[src/verilog/lsp_regs.vh]
// Purpose: Offsets, field positions, reset values and timing counts for the port groups
// Assumes: AXI4-Lite byte addresses are four times the register index
// Notes: Summary of operation
//
// Summary of operation
// RULE1: Group 8 has three pins, each GPIO or LCD segment output.
// RULE2: Software clears input enable and disables output before segment use.
// RULE3: With segment off, the two enable bits alone decide drive and sampling; the code also turns both off while the group gate bit is set.
// RULE4: Control bit 3 gates groups 0 to 8 to save power.
// RULE5: Output enable bit 1 disables driver; implemented bits reset to one.
// RULE6: Input enable bit 1 enables sampling; bits reset to zero.
// RULE7: Group 8 output data bits 2 to 0 reset to one; upper bits ignored.
// RULE8: Enabled input data tracks the live pad whatever the pin function; the code holds input data while a segment is selected.
// RULE9: Software keeps inputs disabled when unneeded to save power.
// RULE10: Group 9 has eight pins, each GPIO or special function.
// RULE11: Group 9 GPIO runs in fast mode, 200 kbps at 13.1072 MHz.
// RULE12: A one second pulse on group 9 pin 1 enables its input automatically.
// RULE13: Each group 9 pin function comes from its own select bit.
// RULE14: Control bit 6 puts serial data on pin 1 and clock on pin 2.
// RULE15: In serial mode pin 1 output follows serial data, input enabled by software.
// RULE16: In serial mode pin 2 output enable is forced active.
// RULE17: Group 9 pin 0 may also be an LCD segment output.
// RULE18: Control bit 4 gates group 9 control logic.
// RULE19: Group 9 registers sit at indices 0xa4 to 0xa7 with given resets.
// RULE20: Select bit 0 keeps fast GPIO, 1 selects the special function.
// RULE21: While gated, input data holds and pad drivers stay disabled.
`ifndef LSP_REGS_VH
`define LSP_REGS_VH
// Register indices; byte address is index times four
`define LSP_IDX_G9_OE 14'h00a4
`define LSP_IDX_G9_IE 14'h00a5
`define LSP_IDX_G9_OD 14'h00a6
`define LSP_IDX_G9_ID 14'h00a7
`define LSP_IDX_G9_FS 14'h00ad
`define LSP_IDX_G8_OE 14'h28d9
`define LSP_IDX_G8_IE 14'h28da
`define LSP_IDX_G8_OD 14'h28db
`define LSP_IDX_G8_ID 14'h28dc
`define LSP_IDX_PWR 14'h2d00
// Control register fields
`define LSP_LOW_GATE_BIT 3
`define LSP_G9_GATE_BIT 4
`define LSP_SERIAL_BIT 6
// Group 9 segment select (own register, index 0xae)
`define LSP_IDX_SEG 14'h00ae
// Reset values
`define LSP_RST_OE 8'hff
`define LSP_RST_IE 8'h00
`define LSP_RST_OD 8'hff
`define LSP_RST_FS 8'h00
`define LSP_RST_PWR 8'h00
// Reference pulse length
`define LSP_CLK_HZ 100000000
`define LSP_REF_PULSE_S 1
`define LSP_REF_TOL_CYC 1000
`endif

[src/verilog/lsp_pin.v]
// Purpose: One pad slice: drive, enable and input capture for a single pin
// Assumes: Pad input synchronous to clk
// Notes: Input data holds while sampling disabled or group gated
`timescale 1ns/1ns
module lsp_pin (
   input wire clk,
   input wire rst,
   input wire oe_n,
   input wire ie,
   input wire od,
   input wire seg_sel,
   input wire seg_val,
   input wire gate,
   input wire pad_in,
   output reg pad_out,
   output reg pad_oe,
   output reg id_r
);
   always @(posedge clk) begin
      if (rst) begin
         pad_out <= 1'b0;
         pad_oe <= 1'b0;
         id_r <= 1'b0;
      end else begin
         // Segment owns the pad unless gated; else enables and gate decide
         pad_out <= seg_sel ? seg_val : od; // RULE3
         pad_oe <= ~gate & (seg_sel | ~oe_n); // RULE5 RULE21
         if (ie & ~gate & ~seg_sel) begin
            id_r <= pad_in; // RULE8 RULE6
         end
      end
   end
endmodule

[src/verilog/lsp_top.v]
// Purpose: GPIO logic of port groups 8 and 9 behind an AXI4-Lite slave
// Assumes: Single clock, synchronous active-high reset
// Assumes: Pads, segment lines and peripheral lines already synchronous to clk
// Notes: Special-function peripherals and LCD driver sit outside
// Notes: Write answer three cycles after valid, read answer two
// Notes: Input data words accept writes but ignore them
//
// Register access over AXI4-Lite was chosen for this implementation.
`timescale 1ns/1ns
`include "lsp_regs.vh"
module lsp_top #(
   parameter REF_CYCLES = `LSP_REF_PULSE_S * `LSP_CLK_HZ,
   parameter REF_TOL = `LSP_REF_TOL_CYC
) (
   input wire clk,
   input wire rst,
   input wire [15:0] s_axi_awaddr,
   input wire s_axi_awvalid,
   output reg s_axi_awready,
   input wire [31:0] s_axi_wdata,
   input wire [3:0] s_axi_wstrb,
   input wire s_axi_wvalid,
   output reg s_axi_wready,
   output reg [1:0] s_axi_bresp,
   output reg s_axi_bvalid,
   input wire s_axi_bready,
   input wire [15:0] s_axi_araddr,
   input wire s_axi_arvalid,
   output reg s_axi_arready,
   output reg [31:0] s_axi_rdata,
   output reg [1:0] s_axi_rresp,
   output reg s_axi_rvalid,
   input wire s_axi_rready,
   input wire [2:0] g8_pad_in,
   output wire [2:0] g8_pad_out,
   output wire [2:0] g8_pad_oe,
   input wire [2:0] g8_seg_sel,
   input wire [2:0] g8_seg_val,
   input wire [7:0] g9_pad_in,
   output wire [7:0] g9_pad_out,
   output wire [7:0] g9_pad_oe,
   input wire [7:0] g9_sf_out,
   input wire [7:0] g9_sf_oe,
   input wire g9_seg_val,
   input wire serial_data_out,
   input wire serial_clk_out,
   output reg [7:0] g9_function_sel,
   output reg serial_mode,
   output reg low_groups_gated
);
   localparam [31:0] CNT_MAX = REF_CYCLES + REF_TOL;
   localparam S_IDLE = 2'd0;
   localparam S_HIGH = 2'd1;

   // ------------------------------------------------------------
   // Registers
   // ------------------------------------------------------------
   reg [2:0] g8_oe_r, g8_ie_r, g8_od_r;
   reg [7:0] g9_oe_r, g9_ie_r, g9_od_r, pwr_r;
   reg g9_seg_r;
   wire [2:0] g8_id;
   wire [7:0] g9_id;
   wire low_gate = pwr_r[`LSP_LOW_GATE_BIT];
   wire g9_gate = pwr_r[`LSP_G9_GATE_BIT];
   wire ser = pwr_r[`LSP_SERIAL_BIT];

   // ------------------------------------------------------------
   // AXI4-Lite write channel
   // ------------------------------------------------------------
   reg aw_held_r, w_held_r;
   reg [13:0] aw_idx_r;
   reg [7:0] wd_r;
   reg ws_r;
   reg auto_ie_r;
   reg wr_ok;

   always @* begin
      case (aw_idx_r)
         `LSP_IDX_G9_OE, `LSP_IDX_G9_IE, `LSP_IDX_G9_OD, `LSP_IDX_G9_ID,
         `LSP_IDX_G9_FS, `LSP_IDX_SEG, `LSP_IDX_G8_OE, `LSP_IDX_G8_IE,
         `LSP_IDX_G8_OD, `LSP_IDX_G8_ID, `LSP_IDX_PWR: wr_ok = 1'b1;
         default: wr_ok = 1'b0;
      endcase
   end

   // ------------------------------------------------------------
   // Register next values
   // ------------------------------------------------------------
   wire wr_fire = aw_held_r & w_held_r & ~s_axi_bvalid & ws_r;
   reg [2:0] g8_oe_nxt, g8_ie_nxt, g8_od_nxt;
   reg [7:0] g9_oe_nxt, g9_ie_nxt, g9_od_nxt, g9_fs_nxt, pwr_nxt;
   reg g9_seg_nxt;

   always @* begin
      g8_oe_nxt = g8_oe_r;
      g8_ie_nxt = g8_ie_r;
      g8_od_nxt = g8_od_r;
      g9_oe_nxt = g9_oe_r;
      g9_ie_nxt = g9_ie_r;
      g9_od_nxt = g9_od_r;
      g9_fs_nxt = g9_function_sel;
      pwr_nxt = pwr_r;
      g9_seg_nxt = g9_seg_r;
      // Input data words are sampled pad images, so writes there are dropped
      if (wr_fire) begin
         case (aw_idx_r)
            `LSP_IDX_G8_OE: g8_oe_nxt = wd_r[2:0]; // RULE1
            `LSP_IDX_G8_IE: g8_ie_nxt = wd_r[2:0];
            `LSP_IDX_G8_OD: g8_od_nxt = wd_r[2:0]; // RULE7
            `LSP_IDX_G9_OE: g9_oe_nxt = wd_r;
            `LSP_IDX_G9_IE: g9_ie_nxt = wd_r;
            `LSP_IDX_G9_OD: g9_od_nxt = wd_r;
            `LSP_IDX_G9_FS: g9_fs_nxt = wd_r; // RULE13 RULE20
            `LSP_IDX_SEG: g9_seg_nxt = wd_r[0]; // RULE17
            `LSP_IDX_PWR: pwr_nxt = wd_r;
            default: ;
         endcase
      end
      // Hardware set wins over a software write in the same cycle
      if (auto_ie_r) begin
         g9_ie_nxt[1] = 1'b1; // RULE12
      end
   end

   always @(posedge clk) begin
      if (rst) begin
         aw_held_r <= 1'b0;
         w_held_r <= 1'b0;
         aw_idx_r <= 14'h0000;
         wd_r <= 8'h00;
         ws_r <= 1'b0;
         s_axi_awready <= 1'b0;
         s_axi_wready <= 1'b0;
         s_axi_bvalid <= 1'b0;
         s_axi_bresp <= 2'h0;
         g8_oe_r <= 3'h7; // RULE5
         g8_ie_r <= 3'h0; // RULE6
         g8_od_r <= 3'h7; // RULE7
         g9_oe_r <= `LSP_RST_OE; // RULE19
         g9_ie_r <= `LSP_RST_IE; // RULE19
         g9_od_r <= `LSP_RST_OD; // RULE19
         g9_function_sel <= `LSP_RST_FS;
         pwr_r <= `LSP_RST_PWR;
         g9_seg_r <= 1'b0;
      end else begin
         // Ready pulses for one cycle when the channel is taken
         s_axi_awready <= s_axi_awvalid & ~aw_held_r & ~s_axi_awready & ~s_axi_bvalid;
         s_axi_wready <= s_axi_wvalid & ~w_held_r & ~s_axi_wready & ~s_axi_bvalid;
         if (s_axi_awvalid & s_axi_awready) begin
            aw_held_r <= 1'b1;
            aw_idx_r <= s_axi_awaddr[15:2];
         end
         if (s_axi_wvalid & s_axi_wready) begin
            w_held_r <= 1'b1;
            wd_r <= s_axi_wdata[7:0];
            ws_r <= s_axi_wstrb[0];
         end
         if (aw_held_r & w_held_r & ~s_axi_bvalid) begin
            aw_held_r <= 1'b0;
            w_held_r <= 1'b0;
            s_axi_bvalid <= 1'b1;
            s_axi_bresp <= wr_ok ? 2'h0 : 2'h2;
         end else if (s_axi_bvalid & s_axi_bready) begin
            s_axi_bvalid <= 1'b0;
         end
         g8_oe_r <= g8_oe_nxt;
         g8_ie_r <= g8_ie_nxt;
         g8_od_r <= g8_od_nxt;
         g9_oe_r <= g9_oe_nxt;
         g9_ie_r <= g9_ie_nxt;
         g9_od_r <= g9_od_nxt;
         g9_function_sel <= g9_fs_nxt;
         pwr_r <= pwr_nxt;
         g9_seg_r <= g9_seg_nxt;
      end
   end

   // ------------------------------------------------------------
   // AXI4-Lite read channel
   // ------------------------------------------------------------
   reg [7:0] rd_mux;
   reg rd_ok;
   always @* begin
      rd_ok = 1'b1;
      case (s_axi_araddr[15:2])
         `LSP_IDX_G8_OE: rd_mux = {5'h00, g8_oe_r};
         `LSP_IDX_G8_IE: rd_mux = {5'h00, g8_ie_r};
         `LSP_IDX_G8_OD: rd_mux = {5'h00, g8_od_r};
         `LSP_IDX_G8_ID: rd_mux = {5'h00, g8_id};
         `LSP_IDX_G9_OE: rd_mux = g9_oe_r;
         `LSP_IDX_G9_IE: rd_mux = g9_ie_r;
         `LSP_IDX_G9_OD: rd_mux = g9_od_r;
         `LSP_IDX_G9_ID: rd_mux = g9_id;
         `LSP_IDX_G9_FS: rd_mux = g9_function_sel;
         `LSP_IDX_SEG: rd_mux = {7'h00, g9_seg_r};
         `LSP_IDX_PWR: rd_mux = pwr_r;
         default: begin
            rd_mux = 8'h00;
            rd_ok = 1'b0;
         end
      endcase
   end

   always @(posedge clk) begin
      if (rst) begin
         s_axi_arready <= 1'b0;
         s_axi_rvalid <= 1'b0;
         s_axi_rdata <= 32'h00000000;
         s_axi_rresp <= 2'h0;
      end else begin
         s_axi_arready <= s_axi_arvalid & ~s_axi_arready & ~s_axi_rvalid;
         if (s_axi_arvalid & s_axi_arready) begin
            s_axi_rvalid <= 1'b1;
            s_axi_rdata <= {24'h000000, rd_mux};
            s_axi_rresp <= rd_ok ? 2'h0 : 2'h2;
         end else if (s_axi_rvalid & s_axi_rready) begin
            s_axi_rvalid <= 1'b0;
         end
      end
   end

   // ------------------------------------------------------------
   // Reference pulse detector on group 9 pin 1
   // ------------------------------------------------------------
   // Watches the raw pad so the input can wake itself up
   reg [1:0] ref_st_r, ref_st_nxt;
   reg [31:0] ref_cnt_r, ref_cnt_nxt;
   reg ref_prev_r;
   reg auto_ie_nxt;

   always @* begin
      ref_st_nxt = ref_st_r;
      ref_cnt_nxt = ref_cnt_r;
      auto_ie_nxt = 1'b0;
      case (ref_st_r)
         S_IDLE: begin
            ref_cnt_nxt = 32'h00000000;
            if (g9_pad_in[1] & ~ref_prev_r) begin
               ref_st_nxt = S_HIGH;
            end
         end
         S_HIGH: begin
            // Counter holds the high width seen so far less one
            if (~g9_pad_in[1]) begin
               // Accept a width within REF_TOL cycles of REF_CYCLES
               if (ref_cnt_r + 32'h00000001 + REF_TOL >= REF_CYCLES) begin
                  auto_ie_nxt = 1'b1; // RULE12
               end
               ref_st_nxt = S_IDLE;
            end else if (ref_cnt_r + 32'h00000001 >= CNT_MAX) begin
               // Already too wide: give up rather than let the counter wrap
               ref_st_nxt = S_IDLE;
            end else begin
               ref_cnt_nxt = ref_cnt_r + 32'h00000001;
            end
         end
         default: ref_st_nxt = S_IDLE;
      endcase
   end

   always @(posedge clk) begin
      if (rst) begin
         ref_st_r <= S_IDLE;
         ref_cnt_r <= 32'h00000000;
         ref_prev_r <= 1'b0;
         auto_ie_r <= 1'b0;
      end else begin
         ref_st_r <= ref_st_nxt;
         ref_cnt_r <= ref_cnt_nxt;
         ref_prev_r <= g9_pad_in[1];
         auto_ie_r <= auto_ie_nxt;
      end
   end

   // ------------------------------------------------------------
   // Pin muxing
   // ------------------------------------------------------------
   reg [7:0] g9_od_mux, g9_oen_mux;
   always @* begin
      // Fast GPIO: pads follow registers every cycle
      g9_od_mux = g9_od_r; // RULE11
      g9_oen_mux = g9_oe_r;
      g9_od_mux = (g9_function_sel & g9_sf_out) | (~g9_function_sel & g9_od_r); // RULE20
      g9_oen_mux = (g9_function_sel & ~g9_sf_oe) | (~g9_function_sel & g9_oe_r); // RULE10
      if (ser) begin
         g9_od_mux[1] = serial_data_out; // RULE14 RULE15
         g9_od_mux[2] = serial_clk_out; // RULE14
         g9_oen_mux[2] = 1'b0; // RULE16
      end
   end

   // ------------------------------------------------------------
   // Gating and mode outputs
   // ------------------------------------------------------------
   always @(posedge clk) begin
      if (rst) begin
         serial_mode <= 1'b0;
         low_groups_gated <= 1'b0;
      end else begin
         serial_mode <= ser;
         low_groups_gated <= low_gate; // RULE4
      end
   end

   // ------------------------------------------------------------
   // Pin slices
   // ------------------------------------------------------------
   genvar i;
   generate
      for (i = 0; i < 3; i = i + 1) begin : g8
         lsp_pin lsp_pin_inst (
            .clk(clk),
            .rst(rst),
            .oe_n(g8_oe_r[i]),
            .ie(g8_ie_r[i]),
            .od(g8_od_r[i]),
            .seg_sel(g8_seg_sel[i]), // RULE1
            .seg_val(g8_seg_val[i]),
            .gate(low_gate), // RULE4
            .pad_in(g8_pad_in[i]),
            .pad_out(g8_pad_out[i]),
            .pad_oe(g8_pad_oe[i]),
            .id_r(g8_id[i])
         );
      end
      for (i = 0; i < 8; i = i + 1) begin : g9
         lsp_pin lsp_pin_inst (
            .clk(clk),
            .rst(rst),
            .oe_n(g9_oen_mux[i]),
            .ie(g9_ie_r[i]),
            .od(g9_od_mux[i]),
            .seg_sel((i == 0) ? g9_seg_r : 1'b0), // RULE17
            .seg_val(g9_seg_val),
            .gate(g9_gate), // RULE18
            .pad_in(g9_pad_in[i]),
            .pad_out(g9_pad_out[i]),
            .pad_oe(g9_pad_oe[i]),
            .id_r(g9_id[i])
         );
      end
   endgenerate
endmodule

[config.mk]
export PLATFORM = sky130hd
export DESIGN_NAME = lsp_top
export DESIGN_NICKNAME = d
export VERILOG_FILES = /design/src/verilog/lsp_pin.v /design/src/verilog/lsp_top.v
export VERILOG_INCLUDE_DIRS = /design/src /design/src/verilog
export SDC_FILE = /design/constraint.sdc
export NUM_CORES = 1
export LEC_CHECK = 0
export BUFFER_PORTS_ARGS = -buffer_cell sky130_fd_sc_hd__buf_2
export CORE_ASPECT_RATIO = 1.25
export CORE_MARGIN = 2
export CORE_UTILIZATION = 57
export CTS_BUF_LIST = sky130_fd_sc_hd__clkbuf_2 sky130_fd_sc_hd__clkbuf_4 sky130_fd_sc_hd__clkbuf_8
export CTS_CLUSTER_DIAMETER = 50
export CTS_CLUSTER_SIZE = 12
export DETAILED_ROUTE_END_ITERATION = 6
export PLACE_DENSITY_LB_ADDON = 0.25
export SLEW_MARGIN = 0
export SYNTH_ARGS = -nofsm -noshare
export SYNTH_HDL_FRONTEND = slang
export SYNTH_HIERARCHICAL = 1
export SYNTH_SLANG_ARGS = --single-unit
[constraint.sdc]
create_clock -name clk -period 4 [get_ports clk]
set_input_delay 0.4 -clock clk [delete_from_list [all_inputs] [get_ports clk]]
set_output_delay 0.4 -clock clk [all_outputs]
set_load 0.02 [all_outputs]
==> impl_results.md, run 1 <==
* Worst flop-to-flop path startpoint: ref_cnt_r[0]$_SDFFE_PP0P_
* Syn. warnings at 6
* # rows at 50
* Final-report hold violation count at 0
* Commonest non-fill, non-tap cell in the layout: dfxtp_1
* Synth Area per Inst at 8.34 um2
* Post-DR wirelength/cell at 15.7 um
* Fillers at 1,312
* R2R depth at 12
* EDFF count, synth at 0
* Post-synth top area share at 36.8%
* Setup Viol. Count Final at 0
* Hold endpoint: aw_idx_r[11]$_SDFFE_PP0P_
* Internal cell power at 2390 uW
* PortBufs at 126
* Maxcap violations at 0
* Vias in the first global route at 7,205
* Most flop-heavy register: ref_cnt_r
* All-Layer GR Usage at 26.5%
* Synth Instances at 1,044
* Beginning of the worst hold path: s_axi_awaddr[13]
* Via count at 7,867
* CTS clk-pin slew, worst paths at 0.09 ns
* Worst Hold Class: input port to register
* Max Fanout on Critical Path at 10
* Layout cell share with drive strength beyond 1 at 18.5%
* Status: completed
* Fin crit share at 91.5%
* Sw Share at 24.7%
* Most frequent cells in the layout: dfxtp_1 (160), buf_2 (125), nor2_1 (120), nand2_1 (105), a21oi_1 (64)
* Depth of the CTS H-tree at 4
* Core area at 15,000 um2
* Final Max Slew Viols at 0
* Worst-Margin Slew at 1.15 ns
* CTS root buffer: clkbuf_8
* Initial core utilization at 58.3%
* Min Tclk post-route at 3.66 ns
* Synth async-reset ratio at 0%
* Post-place setup slack at 0.408 ns
* Reg-to-reg slack, setup at 0.34 ns
* Boundary Pins at 184
* Final setup margin at 0.341 ns
* Initial DRC Count at 577
* CTS resizes at 0
* Unrepaired setup endpoints after global routing: no
* CP Launch Type: register
* Chip Width at 115 um
* GRT overflow at 0
* VDD IR max at 0.000214 V
* Maximum buffer depth of the clock tree at 2
* Final wirelength at 21,600 um
* Synth top area cells: dfxtp_1 (37%), mux2i_1 (5.6%), nor2_1 (5.2%), nand2_1 (4.5%), a21oi_1 (3.7%)
* Die Span Y at 142 um
* Crit end category: register
* Worst clock skew at 0.0136 ns
* Slew HR at 23.1%
* Placed cells at 1,336
* Area Growth Syn to Fin at 13.4%
* Net switching power at 782 uW
* Cts bufs inserted at 17
* Mapped cell area at 8710 um2
* FF-to-FF End: auto_ie_r$_SDFF_PP0_
* Placer Congestion at 0.946
* Via-to-Cell Ratio at 5.75
* Post-DRT Antenna Nets at 0
* Nets at 1,287
* Worst setup path category: register to register
* Logic pwr share at 6.5%
* Insertion delay to the later sink of the worst-skew pair at 0.46 ns
* Library cells used by synthesis at 80
* Critical Path RT at 4.34 ns
* Sequential-to-total area share from yosys stat at 36.8%
* Fin Setup TNS at 0 ns
* Postcts setup bufs at 0
* CTS tree: yes
* # hold bufs at CTS at 0
* DRC at 0
* Most used DFF post-synth: dfxtp_1
* Clock sink count at 160
* Seq cells post-synth at 160
* First-pass GRT wire length at 34,900 um
* Tot Pwr at 3170 uW
* Synth area leader: dfxtp_1
* Leakage Power at 0.00365 uW
* Die area at 16,300 um2
* Share of power burned in registers at 51.6%
* Largest regs: ref_cnt_r x32, aw_idx_r x14
* Clock Power Share at 41.9%
* Hpwl dp at 15,800 um
* Initial antenna violation count at 0
* Crit path DAT at 3.99 ns
* DR pass1 iterations at 5
* Number of flip-flops in the largest register at 32
* Pwr per Cell Area at 321 nW/um2
* F_max at 0.273 GHz
* Hold path depth at 3
* Largest net degree at the start of global routing at 94
* Post-route insts no fill at 1,369
==> power groups by stage <==
stage | Clock (uW) | Sequential (uW) | Combinational (uW)
finish | 1330 | 1630 | 207
global route | 1410 | 1640 | 228
CTS | 1360 | 1630 | 207
detailed placement | 0 | 1670 | 206
global placement | 0 | 1670 | 205
floorplan | 0 | 1690 | 122
==> cell type report <==
| class | count | area [um2] | area share, % |
|---|---|---|---|
| antenna | 1 | 2.50 | 0.0253 |
| clock buffer | 18 | 241 | 2.45 |
| clock inverter | 14 | 205 | 2.08 |
| inverter | 26 | 97.6 | 0.988 |
| multi-input combinational | 825 | 5120 | 51.9 |
| sequential | 160 | 3200 | 32.4 |
| tap | 182 | 228 | 2.31 |
| timing repair buffer | 143 | 773 | 7.83 |
==> synth_stat cells (4+ instances only) <==
master / count
a211o_1: 19
a211oi_1: 15
a21oi_1: 64
a221oi_1: 4
a22o_1: 4
a22oi_1: 29
a31oi_1: 4
and2_1: 11
and3_1: 9
buf_2: 7
buf_4: 32
buf_6: 5
clkbuf_1: 34
dfxtp_1: 160
inv_1: 26
mux2_2: 6
mux2i_1: 49
nand2_1: 105
nand2b_1: 28
nand3_1: 26
nand3_2: 5
nand3b_1: 6
nand4_1: 21
nor2_1: 120
nor2b_1: 24
nor3_1: 23
nor3b_2: 11
nor4_1: 15
o21ai_0: 41
o31a_1: 4
or3_1: 20
xnor2_1: 27
xor2_1: 15
==> metal layers <==
layer  wire length, um  track usage, %
met5                 0               0
met4               580            10.5
met3              1060            4.43
met1              9040            32.0
met2             10900            46.6
==> stage by stage <==
stage          util (%)  instance area [um2]  hold WS, ns
3_5_place_dp       63.0                 9430        0.441
4_1_cts            66.0                 9870        0.157
6_report           66.0                 9870        0.179
5_1_grt            66.0                 9870        0.165
2_1_floorplan         -                 8880        0.417
3_3_place_gp       63.0                 9430        0.431
==> worst max path at each step <==
stage | from | to | slack (ns)
after CTS | ref_cnt_r[0]$_SDFFE_PP0P_ | auto_ie_r$_SDFF_PP0_ | 0.38
after floorplan | ref_cnt_r[0]$_SDFFE_PP0P_ | auto_ie_r$_SDFF_PP0_ | 0.81
after detailed placement | ref_cnt_r[0]$_SDFFE_PP0P_ | auto_ie_r$_SDFF_PP0_ | 0.41
after global placement | ref_cnt_r[0]$_SDFFE_PP0P_ | auto_ie_r$_SDFF_PP0_ | 0.44
after global routing | ref_cnt_r[0]$_SDFFE_PP0P_ | ref_cnt_r[14]$_SDFFE_PP0P_ | 0.14
final | ref_cnt_r[0]$_SDFFE_PP0P_ | auto_ie_r$_SDFF_PP0_ | 0.34
==> critical path, stage by stage, from the launching register on <==
cell	delay [ns]
dfxtp_1	0.48
ha_1	0.34
nand3_2	0.19
buf_4	0.23
nor4_1	0.33
xor2_1	0.32
o2111a_1	0.33
o2111ai_4	0.14
or2_0	0.26
or3_1	0.40
a22o_1	0.20
o31ai_2	0.22
o31ai_1	0.11
==> logic make-up after synthesis <==
group | synth area share (%)
DFF | 36.8
adders and majority gates | 0.546
buffers and inverters | 6.44
and+or+nand+nor | 28.8
muxes | 6.41
xor gates and xnor gates | 4.22
AOI/OAI and AO/OA | 16.8
other | 0.0431
No activity file was read; power rests on OpenSTA's default activity.
==> inputs of run 2 (changes only) <==
CTS_BUF_LIST = sky130_fd_sc_hd__clkbuf_8   (was sky130_fd_sc_hd__clkbuf_2 sky130_fd_sc_hd__clkbuf_4 sky130_fd_sc_hd__clkbuf_8)
SKIP_LAST_GASP = 1   (was not set)
==> run 2 against run 1 <==
Against the previous run:
- sequential share of layout area is essentially flat
- register-to-register slack barely moved
- cell count did not move
- sequential cell count unchanged
- die area unchanged
- clock-buffer cell count decreased by 1
- via count is 0.94% higher
- critical path depth unchanged
- core utilization hardly changed
- non-clock buffer count unchanged
- routed wire length is 0.16% lower
==> impl_results.md, run 2 (same netlist as run 1, synthesis figures left out) <==
* Pwr per Cell Area at 320 nW/um2 (-0.18%)
* First-pass GRT wire length at 35,000 um (+0.10%)
* Worst Hold Class: input port to register
* Setup Viol. Count Final at 0 (unchanged)
* Maxcap violations at 0 (unchanged)
* Crit end category: register
* Leakage Power at 0.00365 uW (about the same)
* Crit path DAT at 3.98 ns (about the same)
* Largest net degree at the start of global routing at 94 (unchanged)
* Nets at 1,287 (unchanged)
* Critical Path RT at 4.34 ns (about the same)
* M3 GR Usage at 4.43% (unchanged)
* Final Instance Area at 9870 um2 (about the same)
* Fin crit share at 91.2% (-0.32 points)
* CTS root buffer: clkbuf_8
* Postcts setup bufs at 0 (unchanged)
* Clock sink count at 160 (unchanged)
* Post-Route Utilization at 66.0% (about the same)
* Hpwl dp at 15,800 um (unchanged)
* All-Layer GR Usage at 26.5% (about the same)
* Most crowded layer after global routing: met2
* Via count at 7,941 (+0.94%)
* # rows at 50 (unchanged)
* Chip Width at 115 um (unchanged)
* GR Util met1 at 31.9% (about the same)
* Post-DR wirelength/cell at 15.7 um (-0.16%)
* Final hold slack at 0.175 ns (-0.00356 ns)
* Tot Pwr at 3160 uW (-0.22%)
* CP Launch Type: register
* Via-to-Cell Ratio at 5.80 (+0.94%)
* Fin Setup TNS at 0 ns (unchanged)
* Final Max Slew Viols at 0 (unchanged)
* R2R depth at 12 (unchanged)
* Maximum buffer depth of the clock tree at 2 (unchanged)
* Most flop-heavy register: ref_cnt_r
* Insertion delay to the later sink of the worst-skew pair at 0.46 ns (about the same)
* Cts bufs inserted at 17 (unchanged)
* Met2 Track Usage GR at 46.7% (+0.062 points)
* GRT overflow at 0 (unchanged)
* Placer Congestion at 0.946 (unchanged)
* Initial DRC Count at 559 (-3.1%)
* # hold bufs at CTS at 0 (unchanged)
* VDD IR max at 0.000213 V (-0.41%)
* Initial antenna violation count at 0 (unchanged)
* Worst clock skew at 0.0126 ns (-0.00102 ns)
* Largest regs: ref_cnt_r x32, aw_idx_r x14
* Die Span Y at 142 um (unchanged)
* PortBufs at 126 (unchanged)
* Depth of the CTS H-tree at 4 (unchanged)
* CTS clk-pin slew, worst paths at 0.09 ns (about the same)
* Layout cell share with drive strength beyond 1 at 18.5% (-0.084 points)
* F_max at 0.274 GHz (+0.35%)
* Initial core utilization at 58.3% (unchanged)
* Number of flip-flops in the largest register at 32 (unchanged)
* Most frequent cells in the layout: dfxtp_1 (160), buf_2 (125), nor2_1 (120), nand2_1 (105), a21oi_1 (64)
* Final wirelength at 21,500 um (-0.16%)
* CTS resizes at 0 (unchanged)
* Hold path depth at 3 (unchanged)
* Status: completed
* Max Fanout on Critical Path at 10 (unchanged)
* Core area at 15,000 um2 (unchanged)
* Slew HR at 23.3% (+0.23 points)
* DRC at 0 (unchanged)
* Placed cell area at 9430 um2 (unchanged)
* Vias in the first global route at 7,212 (+0.097%)
* Worst-Margin Slew at 1.15 ns (-0.00347 ns)
* Die area at 16,300 um2 (unchanged)
* Boundary Pins at 184 (unchanged)
* Min Tclk post-route at 3.65 ns (-0.0127 ns)
* Final-report hold violation count at 0 (unchanged)
* Worst setup path category: register to register
* DR pass1 iterations at 5 (unchanged)
* Post-DRT Antenna Nets at 0 (unchanged)
* Area Growth Syn to Fin at 13.3% (about the same)
* Commonest non-fill, non-tap cell in the layout: dfxtp_1
* CTS tree: yes
* Unrepaired setup endpoints after global routing: no
## run 2: cell count changes in the layout (fill, tap and decap cells not counted), sizes merged
cell | before | now
clkbuf | 18 | 17
inv | 30 | 31
## run 2: worst paths after layout
check                                                from                   endpoint  slack (ns)
worst max-delay path            ref_cnt_r[0]$_SDFFE_PP0P_       auto_ie_r$_SDFF_PP0_        0.35
worst min-delay path                     s_axi_awaddr[13]  aw_idx_r[11]$_SDFFE_PP0P_        0.18
worst max register to register  ref_cnt_r[0]$_SDFFE_PP0P_       auto_ie_r$_SDFF_PP0_        0.35
worst min register to register  s_axi_rvalid$_SDFFE_PP0P_   s_axi_arready$_SDFF_PP0_        0.46
## run 2: through the flow
step	setup slack, ns	std cells
5_1_grt	0.136	1368
3_5_place_dp	0.408	1336
3_3_place_gp	0.444	1336
6_report	0.354	1369
2_1_floorplan	0.814	1090
4_1_cts	0.379	1368
## run 2: power breakdown
part / internal, uW / total (uW) / switching (uW)
Combinational: 73.7 / 206 / 133
Clock: 689 / 1320 / 633
Sequential: 1620 / 1630 / 18.0
## run 2: cell type report
class | instances | area, um2
Clock inverter | 15 | 209
Antenna cell | 1 | 2.50
Clock buffer | 17 | 234
Multi-Input combinational cell | 825 | 5120
Sequential cell | 160 | 3200
Inverter | 26 | 97.6
Tap cell | 182 | 228
Timing Repair Buffer | 143 | 773
Fill cell | 1310 | 5080
## run 2: metal layers
| layer | vias up | share of wire (%) | wire, um |
|---|---|---|---|
| met5 | - | 0 | 0 |
| met3 | 46 | 5.2 | 1110 |
| met2 | 271 | 50 | 10900 |
| met4 | 0 | 2.9 | 633 |
| met1 | 3702 | 41 | 8920 |
| li1 | 3922 | - | - |
## run 2: critical path, cell delays in order (launching register included)
cell and delay [ns]:
dfxtp_1 0.48, ha_1 0.34, nand3_2 0.19, buf_4 0.23, nor4_1 0.33, xor2_1 0.32, o2111a_1 0.33, o2111ai_4 0.14
or2_0 0.26, or3_1 0.40, a22o_1 0.20, o31ai_2 0.21, o31ai_1 0.11
==> inputs of run 3 (changes only) <==
ABC_AREA = 1   (was not set)
CORE_UTILIZATION = 58   (was 57)
==> run 3 against run 2 <==
Against the previous run:
- first-iteration DRC count grew 36%
- largest cell class unchanged
- cell area grew 6.1%
- synthesized cell count grew 39%
- global-route usage grew 4.5 points
==> impl_results.md, run 3 <==
* Status: completed
* Post-DRT Antenna Nets at 0 (unchanged)
* F_max at 0.313 GHz (+14%)
* CP Launch Type: register
* Placed cell area at 10,000 um2 (+6.5%)
* Initial antenna violation count at 1 (+1)
* Post-DR wirelength/cell at 14.1 um (-10%)
* Final-report hold violation count at 0 (unchanged)
* Critical Path RT at 4.33 ns (about the same)
* CTS root buffer: clkbuf_8
* Vias in the first global route at 9,177 (+27%)
* Placer Congestion at 0.923 (-2.3%)
* EDFF count, synth at 0 (unchanged)
* Clock sink count at 160 (unchanged)
* Nets at 1,701 (+32%)
* Crit end category: register
* Mapped cell area at 9260 um2 (+6.4%)
* Slew HR at 28.0% (+4.6 points)
* Depth of the CTS H-tree at 4 (unchanged)
* Fillers at 1,515 (+16%)
* Fin crit share at 79.9% (-11 points)
* Syn. warnings at 6 (unchanged)
* Via-to-Cell Ratio at 5.30 (-8.7%)
* VDD IR max at 0.000165 V (-23%)
* Number of flip-flops in the largest register at 32 (unchanged)
* Final Instance Area at 10,500 um2 (+6.1%)
* Area Growth Syn to Fin at 13.1%
* Synth top area cells: dfxtp_1 (35%), nand2_1 (14%), nor2_1 (8.2%), inv_1 (7.7%), a21oi_1 (5.3%)
* Largest regs: ref_cnt_r x32, aw_idx_r x14
* Most frequent cells in the layout: nand2_1 (349), nor2_1 (203), inv_1 (189), dfxtp_1 (160), buf_2 (126)
* CTS resizes at 0 (unchanged)
* Synth area leader: dfxtp_1
* Largest net degree at the start of global routing at 60 (-36%)
* Most flop-heavy register: ref_cnt_r
* Die Span Y at 145 um (+2.2%)
* N_diodes at 0 (-1)
* CTS clk-pin slew, worst paths at 0.10 ns (about the same)
* Most frequent cells after synthesis: nand2_1 (349), nor2_1 (203), inv_1 (189)
* DR pass1 iterations at 5 (unchanged)
* Via count at 9,598 (+21%)
* Layout cell share with drive strength beyond 1 at 14.6% (-3.8 points)
* Die area at 17,000 um2 (+4.4%)
* Core area at 15,600 um2 (+4.6%)
* Synth Area per Inst at 6.41 um2 (-23%)
* Synth async-reset ratio at 0% (unchanged)
* Worst setup path category: register to register
* Worst clock skew at 0.0167 ns (+0.00412 ns)
* PortBufs at 126 (unchanged)
* Maximum buffer depth of the clock tree at 2 (unchanged)
* Initial DRC Count at 763 (+36%)
* First-pass GRT wire length at 42,200 um (+21%)
* Post-synth top area share at 34.6% (-2.2 points)
* CTS tree: yes
* Boundary Pins at 184 (unchanged)
* # hold bufs at CTS at 0 (unchanged)
* # rows at 51 (+2.0%)
* Top-count cell post-synth: nand2_1
* GRT overflow at 0 (unchanged)
* Insertion delay to the later sink of the worst-skew pair at 0.48 ns (+0.02 ns)
* Worst Hold Class: input port to register
* DRC at 0 (unchanged)
* Hpwl dp at 19,100 um (+20%)
* Final setup margin at 0.803 ns (+0.450 ns)
* Cts bufs inserted at 17 (unchanged)
* Final wirelength at 25,600 um (+19%)
* Unrepaired setup endpoints after global routing: no
* Chip Width at 117 um (+2.2%)
* Sequential-to-total area share from yosys stat at 34.6% (-2.2 points)
* Fin Setup TNS at 0 ns (unchanged)
* Synth Instances at 1,446 (+39%)
* Library cells used by synthesis at 42 (-48%)
* Maxcap violations at 0 (unchanged)
* Final Max Slew Viols at 0 (unchanged)
* Crit path DAT at 3.53 ns (-0.45 ns)
* Seq cells post-synth at 160 (unchanged)
* Most used DFF post-synth: dfxtp_1
* Leakage Power at 0.00473 uW (+30%)
* All-Layer GR Usage at 31.1% (+4.5 points)
* Final hold slack at 0.156 ns (-0.0195 ns)
* Min Tclk post-route at 3.20 ns (-0.450 ns)
* Initial core utilization at 59.3% (+1.0 points)
* Post-place setup slack at 0.858 ns (+0.449 ns)
* Postcts setup bufs at 0 (unchanged)
* Commonest non-fill, non-tap cell in the layout: nand2_1
* Setup Viol. Count Final at 0 (unchanged)
* Pwr per Cell Area at 310 nW/um2 (-3.1%)
* Max Fanout on Critical Path at 35 (+25)
* Worst-Margin Slew at 1.08 ns (-0.0667 ns)
-- run 3: critical path, stage by stage, from the launching register on --
cell and delay (ns):
dfxtp_1 0.44, nand2_1 0.15, nor2_1 0.38, nand3_1 0.16, nand2_1 0.10, nand2_1 0.13
nor2_1 0.27, nand2_2 0.13, nor3_1 0.22, nand3_1 0.16, nand3_4 0.38, nand2_4 0.30
nand2_1 0.13, a21oi_1 0.07
-- run 3: final cells by class --
| class | count | area [um2] | area share (%) |
|---|---|---|---|
| Clock buffer | 19 | 262 | 2.50 |
| Sequential cell | 160 | 3200 | 30.6 |
| Inverter | 194 | 728 | 6.95 |
| Clock inverter | 13 | 173 | 1.65 |
| Timing Repair Buffer | 136 | 706 | 6.74 |
| Tap cell | 212 | 265 | 2.53 |
| Multi-Input combinational cell | 1078 | 5140 | 49.1 |
-- run 3: per-stage QoR --
step / cells / power [uW] / util, %
detailed placement: 1780 / 1960 / 64.2
floorplan: 1492 / 1880 / -
finish: 1812 / 3250 / 67.0
global placement: 1780 / 1960 / 64.2
global route: 1812 / 3390 / 67.0
CTS: 1812 / 3260 / 67.0
-- run 3: kinds of logic after synthesis --
group | count (synthesis) | synth area share, %
buffers and inverters | 254 | 11.8
adder cells (fa/ha/maj) | 3 | 0.405
AO/OA/AOI/OAI | 247 | 15.6
flip-flops | 160 | 34.6
AND/OR/NAND/NOR | 773 | 36.8
XOR/XNOR | 8 | 0.756
other | 1 | 0.0405
-- run 3: power breakdown --
group          internal, uW  leakage, uW  total, uW  switching, uW
clock                   663     0.000217       1320            658
combinational          86.6      0.00322        284            198
sequential             1620      0.00130       1650           22.6
-- run 3: per-layer routing --
layer	up-vias	global-route usage [%]	part of all wire, %
met1	4334	35.6	39
met5	-	0	0.047
met2	291	55.6	53
met4	2	12.6	3.4
met3	66	5.64	4.7
li1	4905	-	-
-- run 3: final timing paths --
path	from	to	slack, ns	depth (start not counted)
worst min-delay path	g8_seg_val[2]	g8[2].lsp_pin_inst/pad_out$_SDFF_PP0_	0.16	3
worst max register to register	ref_cnt_r[10]$_SDFFE_PP0P_	ref_cnt_r[11]$_SDFFE_PP0P_	0.80	13
worst min register to register	w_held_r$_SDFFE_PP0P_	s_axi_wready$_SDFF_PP0_	0.42	1
worst max-delay path	ref_cnt_r[10]$_SDFFE_PP0P_	ref_cnt_r[11]$_SDFFE_PP0P_	0.80	13
